$ cat src/verilog/vis_consts.svh
// Constants for the vectored interrupt and sleep controller
`ifndef VIS_CONSTS_SVH
`define VIS_CONSTS_SVH
`define VIS_NUM_SRC 16
`define VIS_PC_W 14
`define VIS_BOOT_START 14'h3800
`define VIS_APP_START 14'h0000
`define VIS_VEC_STRIDE 14'h0002
`define VIS_SM_IDLE 3'h0
`define VIS_SM_ADCNR 3'h1
`define VIS_SM_PDOWN 3'h2
`define VIS_SM_PSAVE 3'h3
`define VIS_LEVEL_MASK 16'h8000
`define VIS_WAKE_ADCNR 16'hE01F
`define VIS_WAKE_PDOWN 16'h2007
`define VIS_WAKE_PSAVE 16'h201F
`define VIS_CLK_PERIOD_NS 50
`define VIS_SU_T0_NS 1000
`define VIS_SU_T1_NS 100000
`define VIS_SU_T2_NS 4100000
`define VIS_SU_T3_NS 65000000
`define VIS_SU_CYC(t) (((t) + `VIS_CLK_PERIOD_NS - 1) / `VIS_CLK_PERIOD_NS)
`define VIS_TMR_W 21
`endif

$ cat src/verilog/vis_pkg.sv
// Types shared by the interrupt and sleep controller modules
`include "vis_consts.svh"
package vis_pkg;
  typedef enum logic [1:0] {VIS_RUN, VIS_SLEEP, VIS_WAKE} vis_phase_t;
  typedef struct packed {
    logic reset_vector_boot_fuse;
    logic app_section_lock_bit;
    logic boot_section_lock_bit;
    logic [1:0] clock_source_fuses;
  } vis_fuse_t;
  typedef struct packed {
    logic [`VIS_NUM_SRC-1:0] flag;
    logic gie;
    logic hold_one;
    vis_phase_t phase;
    logic [2:0] mode;
    logic [2:0] pin_s1;
    logic [2:0] pin_s2;
    logic [2:0] pin_s3;
    logic take;
    logic [3:0] idx;
    logic [`VIS_PC_W-1:0] vec;
    logic [`VIS_PC_W-1:0] rvec;
    logic adc_start;
    logic cpu_en;
    logic io_en;
    logic osc_en;
  } vis_state_t;
  typedef struct packed {
    logic busy;
    logic done;
    logic [`VIS_TMR_W-1:0] cnt;
  } vis_tmr_t;
endpackage

$ cat src/verilog/vis_irq_sleep_ctrl.sv
// Vectored interrupt controller with sleep and wake-up control
`timescale 1ns/1ps
`default_nettype none

////////////////////////////////////////////////////////////////////////////////
// Notes on behaviour
// - Lowest vector address wins among pending requests; reset, then source 0.
// - A source is taken only with its enable and global enable both set.
// - Vector select bit moves the vector table base to boot section start.
// - Boot-reset fuse moves the reset vector to boot section start.
// - Programmed lock bits suppress interrupts depending on program counter region.
// - Taking an interrupt clears global enable.
// - Setting global enable inside a handler allows nested interrupts.
// - Return from interrupt sets global enable.
// - Flag-type service vectors the core and clears that flag.
// - Writing one to a flag clears it; writing zero keeps it.
// - Flag events latch even while the source enable is clear.
// - Flags latched with global enable clear are served later by priority.
// - Level sources request only while their condition is present.
// - After return, one instruction runs before another interrupt is taken.
// - No status register save or restore on entry or return.
// - Clear-global-enable blocks any interrupt in that very cycle.
// - Mode 000 is idle: CPU and flash clocks off, any interrupt wakes.
// - Mode 001 gates I/O, CPU, flash clocks; limited wake sources.
// - Mode 010 stops all clocks; only external, address-match, timer-free sources wake.
// - Deep-sleep wake waits a start-up delay chosen by clock-source fuses.
// - Mode 011 is power-save: power-down plus timer two wake-up.
// - Enabled converter starts a conversion on entry to idle or noise-reduction.
module vis_irq_sleep_ctrl
  import vis_pkg::*;
#(
  parameter int unsigned SU_CYC0 = `VIS_SU_CYC(`VIS_SU_T0_NS),
  parameter int unsigned SU_CYC1 = `VIS_SU_CYC(`VIS_SU_T1_NS),
  parameter int unsigned SU_CYC2 = `VIS_SU_CYC(`VIS_SU_T2_NS),
  parameter int unsigned SU_CYC3 = `VIS_SU_CYC(`VIS_SU_T3_NS)
) (
  input wire logic core_clk,
  input wire logic sys_rst,
  input wire logic [`VIS_NUM_SRC-1:0] src_event,
  input wire logic [`VIS_NUM_SRC-1:0] src_enable,
  input wire logic ext_irq_zero,
  input wire logic ext_irq_one,
  input wire logic ext_irq_two,
  input wire logic flag_wr_strobe,
  input wire logic [`VIS_NUM_SRC-1:0] flag_wr_data,
  input wire logic sei_instr,
  input wire logic cli_instr,
  input wire logic return_from_isr_instr,
  input wire logic instr_retired,
  input wire logic sleep_instr,
  input wire logic [`VIS_PC_W-1:0] core_pc,
  input wire logic [2:0] sleep_mode_field,
  input wire logic vector_table_boot_select,
  input wire vis_fuse_t fuses,
  input wire logic adc_enabled,
  output logic irq_take,
  output logic [3:0] irq_index,
  output logic [`VIS_PC_W-1:0] irq_vector,
  output logic [`VIS_PC_W-1:0] reset_vector,
  output logic global_irq_enable,
  output logic [`VIS_NUM_SRC-1:0] flag_pending,
  output logic cpu_clk_en,
  output logic flash_clk_en,
  output logic io_clk_en,
  output logic osc_run,
  output logic asleep,
  output logic adc_start
);

  //////////////////////////////////////////////////////////////////////////////
  // Decoding helpers

  // Lowest index is the lowest vector address
  function automatic logic [3:0] first_set(
    input logic [`VIS_NUM_SRC-1:0] v
  );
    logic [3:0] r;
    r = 4'h0;
    for (int i = `VIS_NUM_SRC - 1; i >= 0; i--) begin
      if (v[i]) begin
        r = 4'(i);
      end
    end
    return r;
  endfunction

  function automatic logic [`VIS_NUM_SRC-1:0] wake_mask(
    input logic [2:0] m
  );
    logic [`VIS_NUM_SRC-1:0] r;
    case (m)
      `VIS_SM_IDLE: r = '1;
      `VIS_SM_ADCNR: r = `VIS_WAKE_ADCNR;
      `VIS_SM_PDOWN: r = `VIS_WAKE_PDOWN;
      `VIS_SM_PSAVE: r = `VIS_WAKE_PSAVE;
      default: r = '0;
    endcase
    return r;
  endfunction

  function automatic logic is_deep(
    input logic [2:0] m
  );
    return (m == `VIS_SM_PDOWN) || (m == `VIS_SM_PSAVE);
  endfunction

  function automatic logic in_boot(
    input logic [`VIS_PC_W-1:0] a
  );
    return a >= `VIS_BOOT_START;
  endfunction

  //////////////////////////////////////////////////////////////////////////////
  // State

  vis_state_t s_q;
  vis_state_t s_d;
  logic [`VIS_NUM_SRC-1:0] raw;
  logic [`VIS_NUM_SRC-1:0] pend;
  logic [`VIS_NUM_SRC-1:0] req;
  logic [`VIS_NUM_SRC-1:0] wake_req;
  logic [`VIS_NUM_SRC-1:0] clr;
  logic [2:0] pin_rise;
  logic [3:0] pick;
  logic [`VIS_PC_W-1:0] vbase;
  logic gie_eff;
  logic lock_block;
  logic can_take;
  logic tmr_start;
  logic tmr_done;
  logic [`VIS_NUM_SRC-1:0] flag_nxt;
  logic [`VIS_PC_W-1:0] vec_off;
  // Which sources are level type; these never own a latched flag
  localparam logic [`VIS_NUM_SRC-1:0] LEVEL_SRC = `VIS_LEVEL_MASK;

  vis_wake_timer #(
    .CYC0(SU_CYC0),
    .CYC1(SU_CYC1),
    .CYC2(SU_CYC2),
    .CYC3(SU_CYC3)
  ) u_timer (
    .core_clk(core_clk),
    .sys_rst(sys_rst),
    .start(tmr_start),
    .sel(fuses.clock_source_fuses),
    .done(tmr_done)
  );

  //////////////////////////////////////////////////////////////////////////////
  // Per-source slices

  // Pins are edge detected only after the second sync stage; the third
  // stage holds the previous synced level for the edge test
  for (genvar p = 0; p < 3; p++) begin : g_pin_edge
    assign pin_rise[p] = s_q.pin_s2[p] & ~s_q.pin_s3[p];
  end

  for (genvar g = 0; g < `VIS_NUM_SRC; g++) begin : g_src
    if (g < 3) begin : g_pin
      assign raw[g] = src_event[g] | pin_rise[g];
    end else begin : g_core
      assign raw[g] = src_event[g];
    end
    // Level sources bypass the flags and vanish with their condition
    if (LEVEL_SRC[g]) begin : g_lvl
      assign pend[g] = raw[g];
      assign flag_nxt[g] = 1'b0;
    end else begin : g_flg
      assign pend[g] = s_q.flag[g];
      // An event in the same cycle as a clear keeps the flag set
      assign flag_nxt[g] = (s_q.flag[g] & ~clr[g]) | raw[g];
    end
  end

  //////////////////////////////////////////////////////////////////////////////
  // Request evaluation

  always_comb begin
    // A same-cycle clear-enable instruction already blocks acceptance
    gie_eff = s_q.gie & ~cli_instr;
    req = pend & src_enable & {`VIS_NUM_SRC{gie_eff}};
    // With that section's lock bit set, executing in the section that does not own the table is fenced off
    // A fenced request is held, not dropped: it is taken once the core
    // moves back into the section that owns the table
    lock_block = 1'b0;
    if (fuses.app_section_lock_bit && !in_boot(core_pc) && vector_table_boot_select) begin
      lock_block = 1'b1;
    end
    if (fuses.boot_section_lock_bit && in_boot(core_pc) && !vector_table_boot_select) begin
      lock_block = 1'b1;
    end
    can_take = (|req) && !s_q.hold_one && !lock_block && !s_q.take
      && (s_q.phase == VIS_RUN);
    pick = first_set(req);
    vbase = vector_table_boot_select ? `VIS_BOOT_START : `VIS_APP_START;
    wake_req = pend & src_enable & wake_mask(s_q.mode);
    // Each slot is two words and slot zero belongs to reset
    vec_off = `VIS_VEC_STRIDE * (`VIS_PC_W'(pick) + `VIS_PC_W'(1));
    // Software write-one clear and the hardware clear on service
    clr = '0;
    if (flag_wr_strobe) begin
      clr = flag_wr_data;
    end
    if (can_take) begin
      clr[pick] = 1'b1;
    end
  end

  //////////////////////////////////////////////////////////////////////////////
  // Next state

  always_comb begin
    s_d = s_q;
    s_d.take = 1'b0;
    s_d.adc_start = 1'b0;
    tmr_start = 1'b0;
    s_d.pin_s1 = {ext_irq_two, ext_irq_one, ext_irq_zero};
    s_d.pin_s2 = s_q.pin_s1;
    s_d.pin_s3 = s_q.pin_s2;
    s_d.rvec = fuses.reset_vector_boot_fuse ? `VIS_BOOT_START : `VIS_APP_START;

    // Flags come from the per-source slices, where a set beats any clear
    s_d.flag = flag_nxt;

    // Global enable; the status word itself is never stacked here
    if (return_from_isr_instr) begin
      s_d.gie = 1'b1;
    end else if (sei_instr) begin
      s_d.gie = 1'b1;
    end
    if (cli_instr) begin
      s_d.gie = 1'b0;
    end

    // One instruction of the interrupted code must retire first
    if (return_from_isr_instr) begin
      s_d.hold_one = 1'b1;
    end else if (instr_retired) begin
      s_d.hold_one = 1'b0;
    end

    if (can_take) begin
      s_d.take = 1'b1;
      s_d.idx = pick;
      s_d.gie = 1'b0;
      s_d.vec = vbase + vec_off;
    end

    case (s_q.phase)
      VIS_RUN: begin
        // A pending take goes first; a sleep in that same cycle is dropped, not retried
        if (sleep_instr && !can_take && (sleep_mode_field[2] == 1'b0)) begin
          s_d.phase = VIS_SLEEP;
          s_d.mode = sleep_mode_field;
          if (!is_deep(sleep_mode_field) && adc_enabled) begin
            s_d.adc_start = 1'b1;
          end
        end
      end
      VIS_SLEEP: begin
        // Pins wake through their latched flags, so a pin need not still be high here
        if (|wake_req) begin
          if (is_deep(s_q.mode)) begin
            s_d.phase = VIS_WAKE;
            tmr_start = 1'b1;
          end else begin
            s_d.phase = VIS_RUN;
          end
        end
      end
      VIS_WAKE: begin
        // Oscillator settles before the core sees the pending request
        if (tmr_done) begin
          s_d.phase = VIS_RUN;
        end
      end
      default: begin
        s_d.phase = VIS_RUN;
      end
    endcase

    // Clock gating follows the phase that is about to begin
    s_d.cpu_en = (s_d.phase == VIS_RUN);
    s_d.io_en = (s_d.phase == VIS_RUN) || (s_d.mode == `VIS_SM_IDLE);
    s_d.osc_en = (s_d.phase != VIS_SLEEP) || !is_deep(s_d.mode);
  end

  //////////////////////////////////////////////////////////////////////////////
  // Registers

  always_ff @(posedge core_clk) begin
    if (sys_rst) begin
      s_q <= '{
        flag: '0,
        gie: 1'b0,
        hold_one: 1'b0,
        phase: VIS_RUN,
        mode: `VIS_SM_IDLE,
        pin_s1: 3'h0,
        pin_s2: 3'h0,
        pin_s3: 3'h0,
        take: 1'b0,
        idx: 4'h0,
        vec: '0,
        rvec: '0,
        adc_start: 1'b0,
        cpu_en: 1'b1,
        io_en: 1'b1,
        osc_en: 1'b1
      };
    end else begin
      s_q <= s_d;
    end
  end

  //////////////////////////////////////////////////////////////////////////////
  // Outputs

  assign irq_take = s_q.take;
  assign irq_index = s_q.idx;
  assign irq_vector = s_q.vec;
  assign reset_vector = s_q.rvec;
  assign global_irq_enable = s_q.gie;
  assign flag_pending = s_q.flag;
  assign cpu_clk_en = s_q.cpu_en;
  // Flash only feeds the core, so it shares the core gate
  assign flash_clk_en = s_q.cpu_en;
  assign io_clk_en = s_q.io_en;
  assign osc_run = s_q.osc_en;
  assign asleep = (s_q.phase != VIS_RUN);
  assign adc_start = s_q.adc_start;

endmodule
`default_nettype wire

$ cat src/verilog/vis_wake_timer.sv
// Start-up delay counter run after a deep-sleep wake-up
`timescale 1ns/1ps
`default_nettype none
module vis_wake_timer
  import vis_pkg::*;
#(
  parameter int unsigned CYC0 = 1,
  parameter int unsigned CYC1 = 1,
  parameter int unsigned CYC2 = 1,
  parameter int unsigned CYC3 = 1
) (
  input wire logic core_clk,
  input wire logic sys_rst,
  input wire logic start,
  input wire logic [1:0] sel,
  output logic done
);
  vis_tmr_t t_q;
  vis_tmr_t t_d;
  logic [`VIS_TMR_W-1:0] load;

  always_comb begin
    case (sel)
      2'h0: load = `VIS_TMR_W'(CYC0 - 1);
      2'h1: load = `VIS_TMR_W'(CYC1 - 1);
      2'h2: load = `VIS_TMR_W'(CYC2 - 1);
      default: load = `VIS_TMR_W'(CYC3 - 1);
    endcase
    t_d = t_q;
    t_d.done = 1'b0;
    if (start) begin
      t_d.busy = 1'b1;
      t_d.cnt = load;
    end else if (t_q.busy) begin
      if (t_q.cnt == '0) begin
        t_d.busy = 1'b0;
        t_d.done = 1'b1;
      end else begin
        t_d.cnt = t_q.cnt - `VIS_TMR_W'(1);
      end
    end
  end

  always_ff @(posedge core_clk) begin
    if (sys_rst) begin
      t_q <= '0;
    end else begin
      t_q <= t_d;
    end
  end

  assign done = t_q.done;
endmodule
`default_nettype wire

$ cat config.mk
export PLATFORM = sky130hd
export DESIGN_NAME = vis_irq_sleep_ctrl
export DESIGN_NICKNAME = d
export VERILOG_FILES = /design/src/verilog/vis_pkg.sv /design/src/verilog/vis_irq_sleep_ctrl.sv /design/src/verilog/vis_wake_timer.sv
export VERILOG_INCLUDE_DIRS = /design/src /design/src/verilog
export SDC_FILE = /design/constraint.sdc
export NUM_CORES = 1
export LEC_CHECK = 0
export BUFFER_PORTS_ARGS = -buffer_cell sky130_fd_sc_hd__buf_4
export CAP_MARGIN = 15
export CORE_MARGIN = 3
export CORE_UTILIZATION = 35
export CTS_BUF_LIST = sky130_fd_sc_hd__clkbuf_8
export DETAILED_ROUTE_END_ITERATION = 8
export HOLD_SLACK_MARGIN = 0.05
export REMOVE_ABC_BUFFERS = 1
export SYNTH_ARGS = -nofsm -noshare
export SYNTH_HDL_FRONTEND = slang
export SYNTH_SLANG_ARGS = --single-unit
$ cat constraint.sdc
create_clock -name core_clk -period 3.7 [get_ports core_clk]
set_input_delay 0.37 -clock core_clk [delete_from_list [all_inputs] [get_ports core_clk]]
set_output_delay 0.37 -clock core_clk [all_outputs]
set_load 0.05 [all_outputs]
==> results.md, run 1 <==
- Cell count after synthesis: 451
- CTS root buffer: clkbuf_8
- Dpl cell area: around 4500 um^2
- RSZ-0062 raised after global routing: no
- CTS tree: yes
- Syn-to-layout area delta: 22.0%
- Die Ht: 111 um
- Final hold viol count: 0
- Hold-fix buffers, CTS: 0
- Worst Setup End Kind: register
- Final Cell Area: 4700 um^2
- Mean Syn Cell Area: 8.54 um^2
- Net switching power figure: 0.555 mW
- Sw Share: just under 30%
- MaxCap Viol Count: 0
- Deepest clock path buffer count: 2
- Crit path DAT: roughly 2700 ps
- DR pass1 iterations: 4
- Drt drc: 0
- Post-placement cell count: 653
- All-Layer GR Usage: approximately 16%
- Yosys warning count: 0
- Starting Density: 36.7%
- Combinational Power Share: between 20% and 30%
- Final setup violation count: 0
- Share of layout cells above drive strength 1: 26.5%
- Worst hold path type: in2reg
- Layout Utilization: around 45%
- Final ANT Viol Nets: 0
- Grt total ovfl: 0
- Initial antenna violation count: 0
- Post-CTS Setup Bufs: 0
- Startpoint Class: register
- Setup skew after layout: ~10 ps
- Ys async rst share: 0%
- Distinct cells, synth: 66
- Antenna diodes: 0
- Max VDD drop: between 0.00015 and 0.0002 V
- # IOs: 139
- Clk sinks: 70
- Max frequency: 0.407 GHz
- Cell row count: 37
- Global-route wire length before repair: 16100 um
- Post-synth EDFFs: 0
- TritonCTS buffer count: 9
- Flop pwr share: between 40% and 50%
- Slew HR: a little over half
- Int Power: 1.31 mW
- Routed vias/inst: 5.01
- Post-Syn Area: 3850 um^2
- Estimated wirelength of the detail-placed design: 7580 um
- Max-slew violation count: 0
- Avg WL per Cell: 14.7 um
- Final Non-Filler Cells: 669
- Htree depth: 3
- Crit path max fanout: 8
- CTS clock-pin slew for the worst setup and hold paths: approximately 80 ps
- Register area share after synthesis: 36.4%
- Total number of vias: 3353
- Crit path time final: 2460 ps
- Setup TNS: 0 ps
- DR iter-0 viols: 171
- Setup slack, reg-to-reg: 1240 ps
- Largest net degree at the start of global routing: 59
- Power per cell area: 397 nW/um^2
- Commonest register cell after synthesis: dfxtp_1
- Die Wd: 111 um
- Vias in the first global route: 3282
- CTS resizes: 0
- Most common cell after layout, fill and taps aside: buf_4
- Status: completed
- Tcrit/Tclk final: between 60% and 70%
- Leak pwr: 2.04 nW
- Core area: 10500 um^2
- Synth Register Bits: 70
- Fin nets: between 600 and 700
- WS Path Type: reg2reg
- Port Buf Inserts: 108
- Worst path required time: between 3000 and 4000 ps
- Clock Latency Late Sink: 350 ps
- Routability cong.: 0.890
- Power share of the clock group: between 30% and 40%
- Die ar.: 12300 um^2
- Most frequent cells in the layout: buf_4, dfxtp_1, nand2_1
- WL final: 9860 um
- Worst Tran Pin Value: 682 ps
## cell type report
cell class / instances / area [um^2]
fill: 1039 / 5810
multi-input combinational: 308 / 1990
sequential: 70 / 1400
timing repair buffer: 109 / 818
tap: 136 / 170
clock buffer: 10 / 138
inverter: 30 / 113
clock inverter: 6 / 77.6
## power by group through the flow
| stage | sequential, mW | clock [mW] | combinational, mW |
|---|---|---|---|
| after detailed placement | 0.824 | 0 | 0.380 |
| after CTS | 0.806 | 0.698 | 0.381 |
| after floorplan | 0.892 | 0 | 0.161 |
| after global routing | 0.810 | 0.734 | 0.407 |
| final | 0.806 | 0.680 | 0.379 |
| after global placement | 0.823 | 0 | 0.377 |
## final timing paths
check / from / to / cells past startpoint
worst min-delay path: cli_instr / global_irq_enable$_SDFFE_PP0P_ / 2
worst max register to register: flag_pending[4]$_SDFF_PP0_ / irq_vector[4]$_SDFFE_PP0P_ / 7
worst min register to register: s_d[40]$_SDFF_PP0_ / s_d[37]$_SDFF_PP0_ / 1
worst max-delay path: flag_pending[4]$_SDFF_PP0_ / irq_vector[4]$_SDFFE_PP0P_ / 7
## kinds of logic (layout without fill, tap and decap cells)
logic type,after synthesis,in the layout,share of synthesized area (%)
buffers and inverters,90,155,13.8
and+or+nand+nor,150,150,20.8
adders and majority gates,10,10,3.25
AOI/OAI and AO/OA,107,107,20.4
xor gates and xnor gates,20,20,4.55
DFF,70,70,36.4
muxes,3,3,0.812
other,1,18,0.0973
## layer usage
layer	vias to the layer above	GRT usage [%]	share of wire, %	wire [um]
met4	0	5.75	1.8	178
met1	1552	19.0	43	4200
li1	1670	-	-	-
met2	117	27.1	49	4800
met5	-	0	0	0
met3	14	4.69	6.9	680
## through the flow
stage	total power [mW]	hold slack [ps]	setup slack, ps
2_1_floorplan	1.05	414	1180
5_1_grt	1.95	200	1050
3_5_place_dp	1.20	425	1190
4_1_cts	1.88	186	1240
3_3_place_gp	1.20	416	1210
6_report	1.86	201	1240
## sequential cells by signal, indices dropped and copies added, names as in the netlist, 4 cells and up
register,cells
irq_index,4
u_timer.t_q,22
flag_pending,15
irq_vector,6
s_d,6
s_q,9
## cell usage after synthesis (3+ instances only)
cell,number,share of area [%]
inv_1,30,2.9
o311ai_1,4,0.91
a21o_1,3,0.58
xnor2_1,5,1.1
a31oi_1,3,0.49
nand2_1,46,4.5
nand3_1,8,1.0
o211ai_1,6,1.2
xor2_1,15,3.4
a221o_1,5,1.3
nor3_1,12,1.6
a22oi_1,11,2.1
nor2b_1,17,2.8
buf_4,49,9.5
nor4_1,5,0.81
nand4_1,3,0.49
dfxtp_1,70,36
nor2_1,29,2.8
o21bai_1,4,0.78
a21oi_1,41,5.3
a211oi_2,3,0.97
nand2b_1,7,1.1
a311oi_1,5,1.1
clkbuf_1,8,0.78
ha_1,10,3.2
## worst max-delay path: stages (launching register included)
cell and delay (ps):
dfxtp_1 430, a22oi_1 190, a41o_2 370, a2111oi_4 690, buf_4 280, nand2_1 90
nor4_1 200, nor4_1 70
Note: power is estimated with default switching activity, not from simulation.
==> inputs of run 2 (changes only) <==
--- a/config.mk
+++ b/config.mk
@@ -6,6 +6,7 @@
 export SDC_FILE = /design/constraint.sdc
 export NUM_CORES = 1
 export LEC_CHECK = 0
+export ABC_AREA = 1
 export BUFFER_PORTS_ARGS = -buffer_cell sky130_fd_sc_hd__buf_4
 export CAP_MARGIN = 15
 export CORE_MARGIN = 3
==> constraint.sdc (replaced) <==
create_clock -name core_clk -period 2.1 [get_ports core_clk]
set_input_delay 0.21 -clock core_clk [delete_from_list [all_inputs] [get_ports core_clk]]
set_output_delay 0.21 -clock core_clk [all_outputs]
set_load 0.05 [all_outputs]
==> run 2 against run 1 <==
  * Combinational power rose by 140%
  * Global-route usage up 0.60 points
  * Worst hold slack lost 130 ps
  * Core utilization is 1.4 points higher
  * Area after synthesis is 7.6% higher
  * Cell count up 21%
  * Flip-flop and latch count unchanged
  * Synthesized cell count grew 25%
  * Critical path type unchanged
  * Clock power is 84% higher
==> results.md, run 2 <==
- Worst Setup End Kind: register (unchanged)
- Die Ht: 115 um (was 111 um)
- Htree depth: 3 (unchanged)
- Commonest register cell after synthesis: dfxtp_1 (unchanged)
- RSZ-0062 raised after global routing: yes (was no)
- All-Layer GR Usage: 16.5% (was 15.9%)
- # IOs: 139 (unchanged)
- Worst hold path type: in2reg (unchanged)
- Power per cell area: 672 nW/um^2 (was 397 nW/um^2)
- Ys async rst share: 0% (unchanged)
- Vias in the first global route: 3627 (was 3282)
- Avg WL per Cell: 13.7 um (was 14.7 um)
- Deepest clock path buffer count: 2 (unchanged)
- Status: completed (unchanged)
- Worst slack, placed: -58.1 ps (was 1190 ps)
- Cell count after synthesis: 562 (was 451)
- Layout Utilization: 46.2% (was 44.8%)
- Port Buf Inserts: 108 (unchanged)
- Tcrit/Tclk final: 91.8% (was 66.4%)
- Antenna diodes: 0 (unchanged)
- Number of flip-flops in the largest register: 22 (unchanged)
- Net switching power figure: 1.19 mW (was 0.555 mW)
- Routed vias/inst: 4.70 (was 5.01)
- Crit path time final: 1930 ps (was 2460 ps)
- Largest net degree at the start of global routing: 27 (was 59)
- Crit path max fanout: 6 (was 8)
- Final ANT Viol Nets: 0 (unchanged)
- Drt drc: 0 (unchanged)
- Startpoint Class: register (unchanged)
- Starting Density: 36.0% (was 36.7%)
- CTS tree: yes (unchanged)
- Leak pwr: 2.67 nW (was 2.04 nW)
- WL final: 11100 um (was 9860 um)
- Share of layout cells above drive strength 1: 35.1% (was 26.5%)
- Hold Slack: 76.1 ps (was 201 ps)
- Most frequent cells in the layout: buf_4, nand2_1, dfxtp_1 (was buf_4, dfxtp_1, nand2_1)
- TritonCTS buffer count: 9 (unchanged)
- Power share of the clock group: 35.0% (was 36.4%)
- Initial antenna violation count: 0 (unchanged)
- Count leader, synth: nand2_1 (was dfxtp_1)
- Final hold viol count: 0 (unchanged)
- Fin nets: 755 (was 621)
- Grt total ovfl: 0 (unchanged)
- Slowest stage cell, crit path: dfxtp_1 (was a2111oi_4)
- Dpl cell area: 4850 um^2 (was 4490 um^2)
- DR iter-0 viols: 254 (was 171)
- Area leader, netlist: dfxtp_1 (unchanged)
- Commonest cells post-synth: nand2_1, dfxtp_1, nor2_1, inv_1, buf_4 (was dfxtp_1, buf_4, nand2_1, a21oi_1, inv_1)
- Max VDD drop: 0.000295 V (was 0.000196 V)
- Post-synth EDFFs: 0 (unchanged)
- Main area contributors after synthesis: dfxtp_1, nand2_1, buf_4 (was dfxtp_1, buf_4, a21oi_1)
- Final Non-Filler Cells: 810 (was 669)
- Mean Syn Cell Area: 7.38 um^2 (was 8.54 um^2)
- Max incr delay on CP: 330 ps (was 690 ps)
- DR pass1 iterations: 5 (was 4)
- Synth Register Bits: 70 (unchanged)
- Share of the synthesized area in the top cell type: 33.8% (was 36.4%)
- Final setup margin: 171 ps (was 1240 ps)
- Register area share after synthesis: 33.8% (was 36.4%)
- Most common cell after layout, fill and taps aside: buf_4 (unchanged)
- Total number of vias: 3811 (was 3353)
- Crit path DAT: 2220 ps (was 2670 ps)
- MaxCap Viol Count: 0 (unchanged)
- Setup skew after layout: 17.5 ps (was 9.96 ps)
- Crit-path cells: nand2_1 > inv_2 > o21ai_2 > nand2_2 > nor2_4 > nand2_2 > nand3_4 > clkinv_4 > clkbuf_4 > buf_4 > nand2_1 > and3_1 (was a22oi_1 > a41o_2 > a2111oi_4 > buf_4 > nand2_1 > nor4_1 > nor4_1)
- Routability cong.: 0.850 (was 0.890)
- Slew HR: 62.2% (was 54.4%)
- Setup TNS: 0 ps (unchanged)
- Syn-to-layout area delta: 28.2% (was 22.0%)
- CTS root buffer: clkbuf_8 (unchanged)
- Most flop-heavy register: u_timer.t_q (unchanged)
- Final setup violation count: 0 (unchanged)
- Max-slew violation count: 0 (unchanged)
- Global-route wire length before repair: 17400 um (was 16100 um)
- WS Path Type: reg2reg (unchanged)
- Die Wd: 115 um (was 111 um)
- Final Cell Area: 5320 um^2 (was 4700 um^2)
- Clock Latency Late Sink: 360 ps (was 350 ps)
- Estimated wirelength of the detail-placed design: 8290 um (was 7580 um)
- Post-Syn Area: 4150 um^2 (was 3850 um^2)
- CTS clock-pin slew for the worst setup and hold paths: 80 ps (about the same)
- Yosys warning count: 0 (unchanged)
- Flop pwr share: 39.9% (was 43.2%)
- Worst path required time: 2390 ps (was 3910 ps)
- Distinct cells, synth: 48 (was 66)
- Combinational Power Share: 25.1% (was 20.3%)
- Int Power: 2.38 mW (was 1.31 mW)
- Fill cells: 1188 (was 1039)
- Max frequency: 0.519 GHz (was 0.407 GHz)
- Core area: 11500 um^2 (was 10500 um^2)
- Sw Share: 33.4% (was 29.8%)
- Clk sinks: 70 (unchanged)
- Cell row count: 39 (was 37)
- Power, Total: 3.57 mW (was 1.86 mW)
- Worst Tran Pin Value: 566 ps (was 682 ps)
- Post-placement cell count: 782 (was 653)
- Die ar.: 13200 um^2 (was 12300 um^2)
==> run 2: timing repair <==
item	CTS	global route
hold endpoints to repair	4	0
pin swaps	0	9
endpoints found under the setup margin	2	29
gates resized for setup	1	38
hold buffers	4	0
setup buffers	0	8
cloned	0	0
==> run 2: metal layers <==
layer	track usage [%]	share of wire, %
met1	21.2	45
met2	28.1	48
met3	3.05	5.1
met4	5.48	1.3
met5	0	0
==> run 2: path summary, 6_finish.rpt <==
check	from	end	slack, ps	cells after the start
setup reg to reg	flag_pending[1]$_SDFF_PP0_	irq_index[0]$_SDFFE_PP0P_	170	12
setup / recovery	flag_pending[1]$_SDFF_PP0_	irq_index[0]$_SDFFE_PP0P_	170	12
hold reg to reg	s_d[40]$_SDFF_PP0_	s_d[37]$_SDFF_PP0_	400	2
hold / removal	return_from_isr_instr	s_q[51]$_SDFFE_PP0P_	80	3
==> run 2: layout make-up <==
type | count | area (um^2) | area share (%)
sequential | 70 | 1410 | 26.5
clock inverter | 7 | 97.6 | 1.84
inverter | 69 | 272 | 5.11
multi-input combinational | 381 | 2230 | 42.0
clock buffer | 9 | 124 | 2.33
tap | 143 | 179 | 3.36
timing repair buffer | 131 | 1010 | 18.9
==> run 2: kinds of logic (layout without fill, tap and decap cells) <==
group           count (synthesis)  in the layout  synth area share [%]
xor+xnor                       17             17                  3.59
buf+inv                       128            216                  16.9
flops                          70             70                  33.8
other cells                     1             18                0.0904
simple gates                  242            242                  27.8
fa+ha+maj                      10             10                  3.02
compound gates                 94             94                  14.9
==> run 2: power groups by stage <==
stage               logic [mW]  registers [mW]  clock network, mW
floorplan                0.405            1.59                  0
global route             0.977            1.43               1.33
detailed placement       0.841            1.45                  0
CTS                      0.853            1.42               1.29
finish                   0.899            1.43               1.25
global placement         0.833            1.45                  0
==> run 2: critical path: cells and delay by family, from the launching register on <==
family          cells  cell delay (ps)
simple gates        7              860
buf+inv             4              500
flops               1              330
compound gates      1              170
